**config.mk**
```make
export PLATFORM = sky130hd
export DESIGN_NAME = sys_config_regs
export DESIGN_NICKNAME = d
export VERILOG_FILES = /design/src/pkg/cfg_regs_pkg.sv /design/src/rtl/sys_config_regs.sv /design/src/rtl/ext_line_mux.sv
export SDC_FILE = /design/constraint.sdc
export NUM_CORES = 1
export LEC_CHECK = 0
export BUFFER_PORTS_ARGS = -buffer_cell sky130_fd_sc_hd__buf_2
export CORE_MARGIN = 4
export CORE_UTILIZATION = 35
export CTS_CLUSTER_SIZE = 8
export DETAILED_ROUTE_END_ITERATION = 12
export PLACE_DENSITY_LB_ADDON = 0.08
export SLEW_MARGIN = 20
export SYNTH_ARGS = -nofsm -noshare
export SYNTH_HDL_FRONTEND = slang
export SYNTH_SLANG_ARGS = --single-unit
```
**constraint.sdc**
```tcl
create_clock -name mclk -period 11 [get_ports mclk]
set_input_delay 1.1 -clock mclk [delete_from_list [all_inputs] [get_ports mclk]]
set_output_delay 1.1 -clock mclk [all_outputs]
set_load 0.02 [all_outputs]
```
**src/pkg/cfg_regs_pkg.sv**
```systemverilog
// package for the system configuration register bank
// assumes one 10 MHz clock, word-only AHB-Lite accesses
package cfg_regs_pkg;
    // ----------------------------------------------------------------
    // register byte offsets
    // ----------------------------------------------------------------
    localparam logic [7:0] OFS_CONFIG_ONE = 8'h00;
    localparam logic [7:0] OFS_SELECT_ONE = 8'h08;
    localparam logic [7:0] OFS_SELECT_TWO = 8'h0c;
    localparam logic [7:0] OFS_SELECT_THREE = 8'h10;
    localparam logic [7:0] OFS_SELECT_FOUR = 8'h14;
    localparam logic [7:0] OFS_CONFIG_TWO = 8'h18;
    localparam int ADDR_LSB = 2;
    localparam int ADDR_W = 8;
    // ----------------------------------------------------------------
    // config one fields
    // ----------------------------------------------------------------
    localparam int REMAP_LSB = 0;
    localparam int REMAP_W = 2;
    localparam int DMA17_BIT = 12;
    localparam int DMA6_BIT = 13;
    localparam int DMA7_BIT = 14;
    localparam int DMA18_BIT = 15;
    localparam int PINFP_LSB = 16;
    localparam int PINFP_W = 4;
    localparam int I2C1FP_BIT = 20;
    localparam int I2C2FP_BIT = 21;
    localparam int BATMON_BIT = 24;
    localparam int FPIE_LSB = 26;
    localparam int FPIE_W = 6;
    // writable mask of config one
    localparam logic [31:0] CONFIG_ONE_MASK = 32'hfd3f_f003;
    // ----------------------------------------------------------------
    // select registers and config two
    // ----------------------------------------------------------------
    localparam int SEL_FIELDS = 4;
    localparam int SEL_W = 4;
    localparam int SEL_REGS = 4;
    localparam int LINES = 16;
    localparam logic [15:0] SEL_MASK = 16'hffff;
    localparam int HANG_BIT = 0;
    localparam int PAR_BIT = 1;
    localparam int VDET_BIT = 2;
    localparam int PEF_BIT = 8;
    localparam logic [31:0] ZERO_WORD = 32'h0000_0000;
    // ----------------------------------------------------------------
    // port source codes
    // ----------------------------------------------------------------
    localparam logic [3:0] SRC_A = 4'h0;
    localparam logic [3:0] SRC_B = 4'h1;
    localparam logic [3:0] SRC_F = 4'h5;
    // lines that may take port f
    localparam logic [15:0] PORT_F_LINES = 16'h06d7;
    // lines on the last register that may take port b
    localparam logic [15:0] PORT_B_HIGH = 16'hc000;
    // ----------------------------------------------------------------
    // ahb encodings
    // ----------------------------------------------------------------
    localparam logic [1:0] HTRANS_NONSEQ = 2'b10;
    localparam logic [1:0] HTRANS_SEQ = 2'b11;

    // pending data phase
    typedef struct packed {
        logic valid;
        logic write;
        logic [7:0] addr;
    } ahb_phase_s;

    // fault sources towards the timer break
    typedef struct packed {
        logic vdet_irq;
        logic sram_parity;
        logic core_hang;
    } fault_src_s;

    // dma steering outputs
    typedef struct packed {
        logic t18_to_first;
        logic t7_to_first;
        logic t6_to_first;
        logic t17_to_ch2;
    } dma_route_s;
endpackage : cfg_regs_pkg

```
**src/rtl/sys_config_regs.sv**
```systemverilog
// system configuration register bank on an ahb-lite slave port
// assumes single word transfers, one clock, synchronous inputs
//
// What this block does
// [RL1] two-bit remap selects memory at zero
// [RL2] remap field loaded from boot levels
// [RL3] six float exception interrupt enables on top
// [RL4] battery monitor bit closes converter switch
// [RL5] second i2c fast plus ored per pin
// [RL6] first i2c fast plus ored per pin
// [RL7] four port b pin fast plus enables
// [RL8] timer18 requests steer to channel five
// [RL9] timer7 requests steer to channel four
// [RL10] timer6 requests steer to channel three
// [RL11] timer17 requests steer channel one/two
// [RL12] four-bit code picks source port
// [RL13] four select registers, four lines each
// [RL14] parity flag set by hardware, write-one clears
// [RL15] voltage lock sticky, freezes detector fields
// [RL16] parity lock sticky, feeds timer break
// [RL17] hang lock sticky, feeds timer break
// [RL18] port f and high b limited
// [RL19] software keeps reserved bits at reset
// [RL20] break is or of locked sources
//
// Added by the designer: the AHB-Lite interface to the registers.
`timescale 1ns/100ps
module sys_config_regs (
    input wire logic mclk,
    input wire logic sys_rst,
    input wire logic clk_en,
    // ahb-lite slave
    input wire logic hsel,
    input wire logic [31:0] haddr,
    input wire logic [1:0] htrans,
    input wire logic hwrite,
    input wire logic [2:0] hsize,
    input wire logic [31:0] hwdata,
    input wire logic hready,
    output logic [31:0] hrdata,
    output logic hreadyout,
    output logic hresp,
    // boot straps
    input wire logic boot_select_pin,
    input wire logic boot_option_bit,
    // fault sources and sram error event
    input wire cfg_regs_pkg::fault_src_s fault_src,
    // configuration outputs
    output logic [cfg_regs_pkg::REMAP_W-1:0] mem_remap,
    output logic [cfg_regs_pkg::FPIE_W-1:0] float_exception_irq_enables,
    output logic battery_monitor_enable,
    output logic [cfg_regs_pkg::PINFP_W-1:0] pin_fast_plus_drive,
    output logic first_i2c_fast_plus,
    output logic second_i2c_fast_plus,
    output cfg_regs_pkg::dma_route_s dma_route,
    output logic detector_fields_locked,
    output logic timer_break,
    // external line selection
    input wire logic [cfg_regs_pkg::LINES-1:0] port_a,
    input wire logic [cfg_regs_pkg::LINES-1:0] port_b,
    input wire logic [cfg_regs_pkg::LINES-1:0] port_c,
    input wire logic [cfg_regs_pkg::LINES-1:0] port_d,
    input wire logic [cfg_regs_pkg::LINES-1:0] port_e,
    input wire logic [cfg_regs_pkg::LINES-1:0] port_f,
    output logic [cfg_regs_pkg::LINES-1:0] ext_line
);
    import cfg_regs_pkg::*;

    // ----------------------------------------------------------------
    // state
    // ----------------------------------------------------------------
    logic [31:0] cfg_one_q; // config one, writable bits only
    logic [31:0] cfg_one_d;
    logic [SEL_REGS*16-1:0] sel_q; // all four select registers
    logic [SEL_REGS*16-1:0] sel_d;
    logic [2:0] locks_q; // sticky lock bits
    logic [2:0] locks_d;
    logic pef_q; // sram parity flag
    logic pef_d;
    logic strap_pend_q; // straps still to be caught after release
    ahb_phase_s phase_q; // accepted address phase
    ahb_phase_s phase_d;
    logic [31:0] rdata_q; // registered read data
    logic [31:0] rdata_d;

    // ----------------------------------------------------------------
    // bus decode
    // ----------------------------------------------------------------
    // word index of a byte offset, used by several decodes
    function automatic logic [ADDR_W-1:0] word_of(input logic [ADDR_W-1:0] a);
        word_of = a >> ADDR_LSB;
    endfunction : word_of

    wire take = hsel & hready & (htrans == HTRANS_NONSEQ || htrans == HTRANS_SEQ);
    wire wr = phase_q.valid & phase_q.write;
    wire [ADDR_W-1:0] wa = phase_q.addr;
    wire hit_one = wr & (wa == OFS_CONFIG_ONE);
    wire hit_two = wr & (wa == OFS_CONFIG_TWO);
    wire in_sel = (wa >= OFS_SELECT_ONE) && (wa <= OFS_SELECT_FOUR);
    wire [ADDR_W-1:0] sel_idx = word_of(wa) - word_of(OFS_SELECT_ONE);
    wire [ADDR_W-1:0] ra = haddr[ADDR_W-1:0];
    wire r_sel = (ra >= OFS_SELECT_ONE) && (ra <= OFS_SELECT_FOUR);
    wire [ADDR_W-1:0] r_idx = word_of(ra) - word_of(OFS_SELECT_ONE);

    // ----------------------------------------------------------------
    // next values
    // ----------------------------------------------------------------
    // data phase stores the write; reserved bits never store (software
    // is expected to keep them at zero anyway)
    always_comb begin
        cfg_one_d = cfg_one_q;
        sel_d = sel_q;
        locks_d = locks_q;
        pef_d = pef_q;
        // [RL1] software overrides remap
        if (hit_one) begin
            cfg_one_d = hwdata & CONFIG_ONE_MASK;
        end
        // [RL13] four lines per register
        if (wr && in_sel) begin
            sel_d[sel_idx[1:0]*16 +: 16] = hwdata[15:0] & SEL_MASK;
        end
        if (hit_two) begin
            // [RL15] locks only set
            locks_d = locks_q | hwdata[VDET_BIT:HANG_BIT];
            // [RL14] write one clears
            if (hwdata[PEF_BIT]) begin
                pef_d = 1'b0;
            end
        end
        // [RL14] hardware set wins
        if (fault_src.sram_parity) begin
            pef_d = 1'b1;
        end
    end

    // read mux for the address phase
    always_comb begin
        rdata_d = ZERO_WORD;
        if (ra == OFS_CONFIG_ONE) begin
            rdata_d = cfg_one_q;
        end else if (r_sel) begin
            rdata_d[15:0] = sel_q[r_idx[1:0]*16 +: 16];
        end else if (ra == OFS_CONFIG_TWO) begin
            rdata_d[PEF_BIT] = pef_q;
            rdata_d[VDET_BIT:HANG_BIT] = locks_q;
        end
    end

    always_comb begin
        phase_d.valid = take;
        phase_d.write = hwrite;
        phase_d.addr = ra;
    end

    // ----------------------------------------------------------------
    // registers
    // ----------------------------------------------------------------
    // config state; remap is caught from the straps in the first
    // enabled cycle after release so reset only loads constants
    always_ff @(posedge mclk or posedge sys_rst) begin
        if (sys_rst) begin
            cfg_one_q <= ZERO_WORD;
            strap_pend_q <= 1'b1;
        end else if (clk_en) begin
            cfg_one_q <= cfg_one_d;
            // [RL2] boot level load
            if (strap_pend_q) begin
                cfg_one_q[REMAP_LSB +: REMAP_W] <= {boot_option_bit, boot_select_pin};
                strap_pend_q <= 1'b0;
            end
        end
    end

    // select registers, locks and flag
    always_ff @(posedge mclk or posedge sys_rst) begin
        if (sys_rst) begin
            sel_q <= '0;
            locks_q <= 3'h0;
            pef_q <= 1'b0;
        end else if (clk_en) begin
            sel_q <= sel_d;
            locks_q <= locks_d;
            pef_q <= pef_d;
        end
    end

    // bus pipeline
    always_ff @(posedge mclk or posedge sys_rst) begin
        if (sys_rst) begin
            phase_q <= '0;
            rdata_q <= ZERO_WORD;
        end else if (clk_en) begin
            phase_q <= phase_d;
            if (take && !hwrite) begin
                rdata_q <= rdata_d;
            end
        end
    end

    // zero wait state, always okay; hsize is word only by contract
    assign hrdata = rdata_q;
    assign hreadyout = 1'b1;
    assign hresp = 1'b0;

    // ----------------------------------------------------------------
    // configuration outputs
    // ----------------------------------------------------------------
    // [RL1] remap output
    assign mem_remap = cfg_one_q[REMAP_LSB +: REMAP_W];
    // [RL3] float enables
    assign float_exception_irq_enables = cfg_one_q[FPIE_LSB +: FPIE_W];
    // [RL4] battery switch
    assign battery_monitor_enable = cfg_one_q[BATMON_BIT];
    assign first_i2c_fast_plus = cfg_one_q[I2C1FP_BIT];
    assign second_i2c_fast_plus = cfg_one_q[I2C2FP_BIT];
    // [RL7] per pin drive; [RL5] [RL6] controller bits ored in,
    // port b pins 6..9 carry either controller via alternate function
    assign pin_fast_plus_drive = cfg_one_q[PINFP_LSB +: PINFP_W]
        | {PINFP_W{first_i2c_fast_plus | second_i2c_fast_plus}};
    // [RL8] timer18 steering
    assign dma_route.t18_to_first = cfg_one_q[DMA18_BIT];
    // [RL9] timer7 steering
    assign dma_route.t7_to_first = cfg_one_q[DMA7_BIT];
    // [RL10] timer6 steering
    assign dma_route.t6_to_first = cfg_one_q[DMA6_BIT];
    // [RL11] timer17 steering
    assign dma_route.t17_to_ch2 = cfg_one_q[DMA17_BIT];
    // [RL15] detector fields frozen
    assign detector_fields_locked = locks_q[VDET_BIT];
    // [RL20] or of locked sources
    // [RL16] [RL17] parity and hang
    assign timer_break = (locks_q[VDET_BIT] & fault_src.vdet_irq)
        | (locks_q[PAR_BIT] & fault_src.sram_parity)
        | (locks_q[HANG_BIT] & fault_src.core_hang);

    // ----------------------------------------------------------------
    // external line multiplexer
    // ----------------------------------------------------------------
    ext_line_mux u_mux (
        .sel(sel_q),
        .port_a(port_a),
        .port_b(port_b),
        .port_c(port_c),
        .port_d(port_d),
        .port_e(port_e),
        .port_f(port_f),
        .ext_line(ext_line)
    );
endmodule : sys_config_regs

```
**src/rtl/ext_line_mux.sv**
```systemverilog
// external interrupt line source selector, one port per line
// assumes port inputs already synchronous to mclk
`timescale 1ns/100ps
module ext_line_mux (
    input wire logic [cfg_regs_pkg::LINES*cfg_regs_pkg::SEL_W-1:0] sel,
    input wire logic [cfg_regs_pkg::LINES-1:0] port_a,
    input wire logic [cfg_regs_pkg::LINES-1:0] port_b,
    input wire logic [cfg_regs_pkg::LINES-1:0] port_c,
    input wire logic [cfg_regs_pkg::LINES-1:0] port_d,
    input wire logic [cfg_regs_pkg::LINES-1:0] port_e,
    input wire logic [cfg_regs_pkg::LINES-1:0] port_f,
    output logic [cfg_regs_pkg::LINES-1:0] ext_line
);
    import cfg_regs_pkg::*;

    // ----------------------------------------------------------------
    // per line selection
    // ----------------------------------------------------------------
    // reserved codes and unusable port/line pairs give a quiet line
    always_comb begin
        for (int i = 0; i < LINES; i++) begin
            // [RL12] code to port
            unique case (sel[i*SEL_W +: SEL_W])
                4'h0: ext_line[i] = port_a[i];
                // [RL18] port b limits high
                4'h1: ext_line[i] = port_b[i] & (i < 12 || PORT_B_HIGH[i]);
                4'h2: ext_line[i] = port_c[i];
                4'h3: ext_line[i] = port_d[i];
                4'h4: ext_line[i] = port_e[i];
                // [RL18] port f limited lines
                4'h5: ext_line[i] = port_f[i] & PORT_F_LINES[i];
                default: ext_line[i] = 1'b0;
            endcase
        end
    end
endmodule : ext_line_mux

```
==> results.ini <==
[sta]
rsz0062_at_grt = no
skew_ns = 0.00743
hold_violations = 0
finalMaxSlewViolations = 0
fin_crit_ns = 3.21
tightest_slew_ns = 1.06
whs_ns = 0.495
setup_violations = 0
finalWorstSetupSlack_ns = 7.79
fmax_mhz = 311
fin_crit_sh_pct = 29.2
fin_tns_setup_ns = 0
relSlewSlack_pct = 29.4

[clock_network]
cts.clk_slew.worst_paths_ns = 0.06
post_cts_buffers = 0
cts_buffers = 17
clock-sinks = 127
ctsResizeCount = 0
cts_buffer_depth = 2
worstSkewPairLatency_ns = 0.41
cts_tree = done
cts.hold.buffers_added = 0
h-tree-depth = 4
root_buffer = clkbuf_16

[worst_setup_path]
endpoint = ext_line[10]
max_stage_delay_ns = 0.47
crit_top_cell = buf_2
cp_num_buf_inv = 2
startpoint = port_d[10]
r2r-start = wa[2]
ff2ff_path_depth = 6
endpoint_kind = primary output
crit_chain = buf_2 -> mux4_2 -> mux2i_1 -> nor2_1 -> buf_2
critical_path.top_delay_family = multiplexers
crit-reg2reg-capture = sel_q[50]
r2r_slack_ns = 8.19
slowest_stage = mux4_2
crit_type = in2out
crit_required_ns = 9.90
crit_cells = 5
crit_arrival_ns = 2.11
path_max_fanout = 1
cp-start-kind = input port

[detailed_routing]
antenna_left = 0
dr.pass1.iters = 4
wire_per_inst_um = 18.1
route.detailed.drc = 0
vias = 5465
drt_wl_total_um = 20000
drt_iter0_markers = 204
vias_per_cell = 4.95

[synth]
netlist_instances = 640
yosysTopAreaCellShare_pct = 45.9
netlist_top_cells_area = dfrtp_1 46%, mux2i_1 9.9%, mux4_2 9.2%
synth-edff-count = 0
synth_area_leader_cell = dfrtp_1
synth_warnings = 0
ys_seq_area_share_pct = 46.2
ys.flop_type = dfrtp_1
synthArstFlopShare_pct = 100
avgSynthCellArea_um2 = 10.7
synth-seq-cells = 127
synth.distinct_cells = 50
synth_area_mm2 = 0.00688

[power_and_ir_drop]
p_comb_share_pct = 11.7
p_per_area_mw_per_mm2 = 149
p_seq_share_pct = 39.1
p_leak_uw = 0.00452
cellInternalPower_uw = 976
vdd_ir_drop_max_uv = 108
p_switching_uw = 317
p_clk_share_pct = 49.3
p_sw_share_pct = 24.5

[die]
core_mm2 = 0.0194
fp.dieH_um = 148
die_area_mm2 = 0.0220
start_util_pct = 35.4
num_rows = 51
die_width_um = 148
pin_count = 247

[hold_path]
hold_path_class = reg2reg
hold_path_depth = 2

[global_routing]
grt_overflow = 0
first_global_vias = 5805
grt_start_max_net_pins = 68
grt_pass1_wl_um = 32000
grtUsageTotal_pct = 18.6
grt_antenna_before_repair = 0

[outcome]
status = completed

[place]
portBuffers = 200
pre_cts_ws_ns = 7.70
routabilityCongestion = 0.836
place_area_mm2 = 0.00801
dp_cells = 1073
hpwl_um = 14600

[layout]
drive_gt1_share_pct = 36.7
nets = 1007
final_common_cell = buf_2
final_cell_mix = 200 x buf_2, 126 x dfrtp_1, 113 x nand2_1
final_cell_area_mm2 = 0.00868
antenna_cells = 0
area_delta_synth_final_pct = 26.2
fin_cells = 1105
fillers = 1951

[flow_run]
maxCapViolations = 0

-- per-layer routing --
| metal | vias to the layer above | global-route usage, % | share of wire, % |
|---|---|---|---|
| li1 | 2587 | - | - |
| met1 | 2692 | 24.8 | 44 |
| met2 | 176 | 30.9 | 48 |
| met3 | 10 | 4.48 | 6.3 |
| met4 | 0 | 4.71 | 0.96 |
| met5 | - | 0 | 0 |
-- flip-flops by register name (all words and copies together), names as in the netlist --
| register | cells |
|---|---|
| locks_q | 3 |
| strap_pend_q | 1 |
| pef_q | 1 |
| hrdata | 29 |
| sel_q | 64 |
| cfg_one_q | 19 |
| phase_q | 2 |
| wa | 8 |
-- how the worst min path moves through the flow --
stage,slack (ns),from,to
after floorplan,0.44,locks_q[0],locks_q[0]
after global placement,0.48,sel_q[43],sel_q[43]
after detailed placement,0.48,hrdata[9],hrdata[9]
after CTS,0.50,hrdata[17],hrdata[17]
after global routing,0.52,pef_q,pef_q
final,0.49,locks_q[1],locks_q[1]
-- stage by stage --
stage	total power, uW	utilization [%]
global placement	663	41.2
global route	1350	44.7
floorplan	600	-
detailed placement	667	41.3
finish	1290	44.7
CTS	1310	44.7
-- worst reg2reg max path: cells and delay by family, from the launching register on --
kind | cells | cell delay, ns
AOI/OAI and AO/OA | 2 | 1.11
adders and majority gates | 1 | 0.38
buffers and inverters | 1 | 0.17
DFF | 1 | 0.45
muxes | 1 | 0.29
and+or+nand+nor | 1 | 0.32
-- cells by family (layout without fill, tap and decap cells) --
group	after synthesis	count (layout)	share of synthesized area, %
other cells	2	5	0.109
simple gates	207	207	14.2
compound gates	82	82	8.28
fa+ha+maj	4	4	0.728
flops	127	127	46.2
buf+inv	97	294	7.30
mux	121	121	23.2
-- power by group through the flow --
stage | Clock [uW] | Combinational (uW) | Sequential [uW]
floorplan | 0 | 84.0 | 516
global placement | 0 | 150 | 513
detailed placement | 0 | 153 | 513
CTS | 651 | 154 | 505
global route | 673 | 167 | 508
finish | 637 | 151 | 505
-- cells in the mapped netlist, drive strengths merged (12+ instances only) --
| master | count |
|---|---|
| nand2 | 113 |
| a21oi | 12 |
| mux2i | 68 |
| mux2 | 25 |
| dfrtp | 126 |
| inv | 54 |
| o21ai | 27 |
| mux4 | 28 |
| buf | 33 |
| nor2 | 33 |
| a22o | 14 |
-- final cells by class --
cell class | instances | area [um^2] | area share (%)
multi-input combinational | 419 | 3220 | 37.2
inverter | 54 | 205 | 2.37
timing repair buffer | 208 | 1070 | 12.3
clock inverter | 15 | 243 | 2.80
tap | 265 | 332 | 3.82
sequential | 127 | 3180 | 36.6
clock buffer | 17 | 425 | 4.90
No activity file was read; power rests on OpenSTA's default activity.
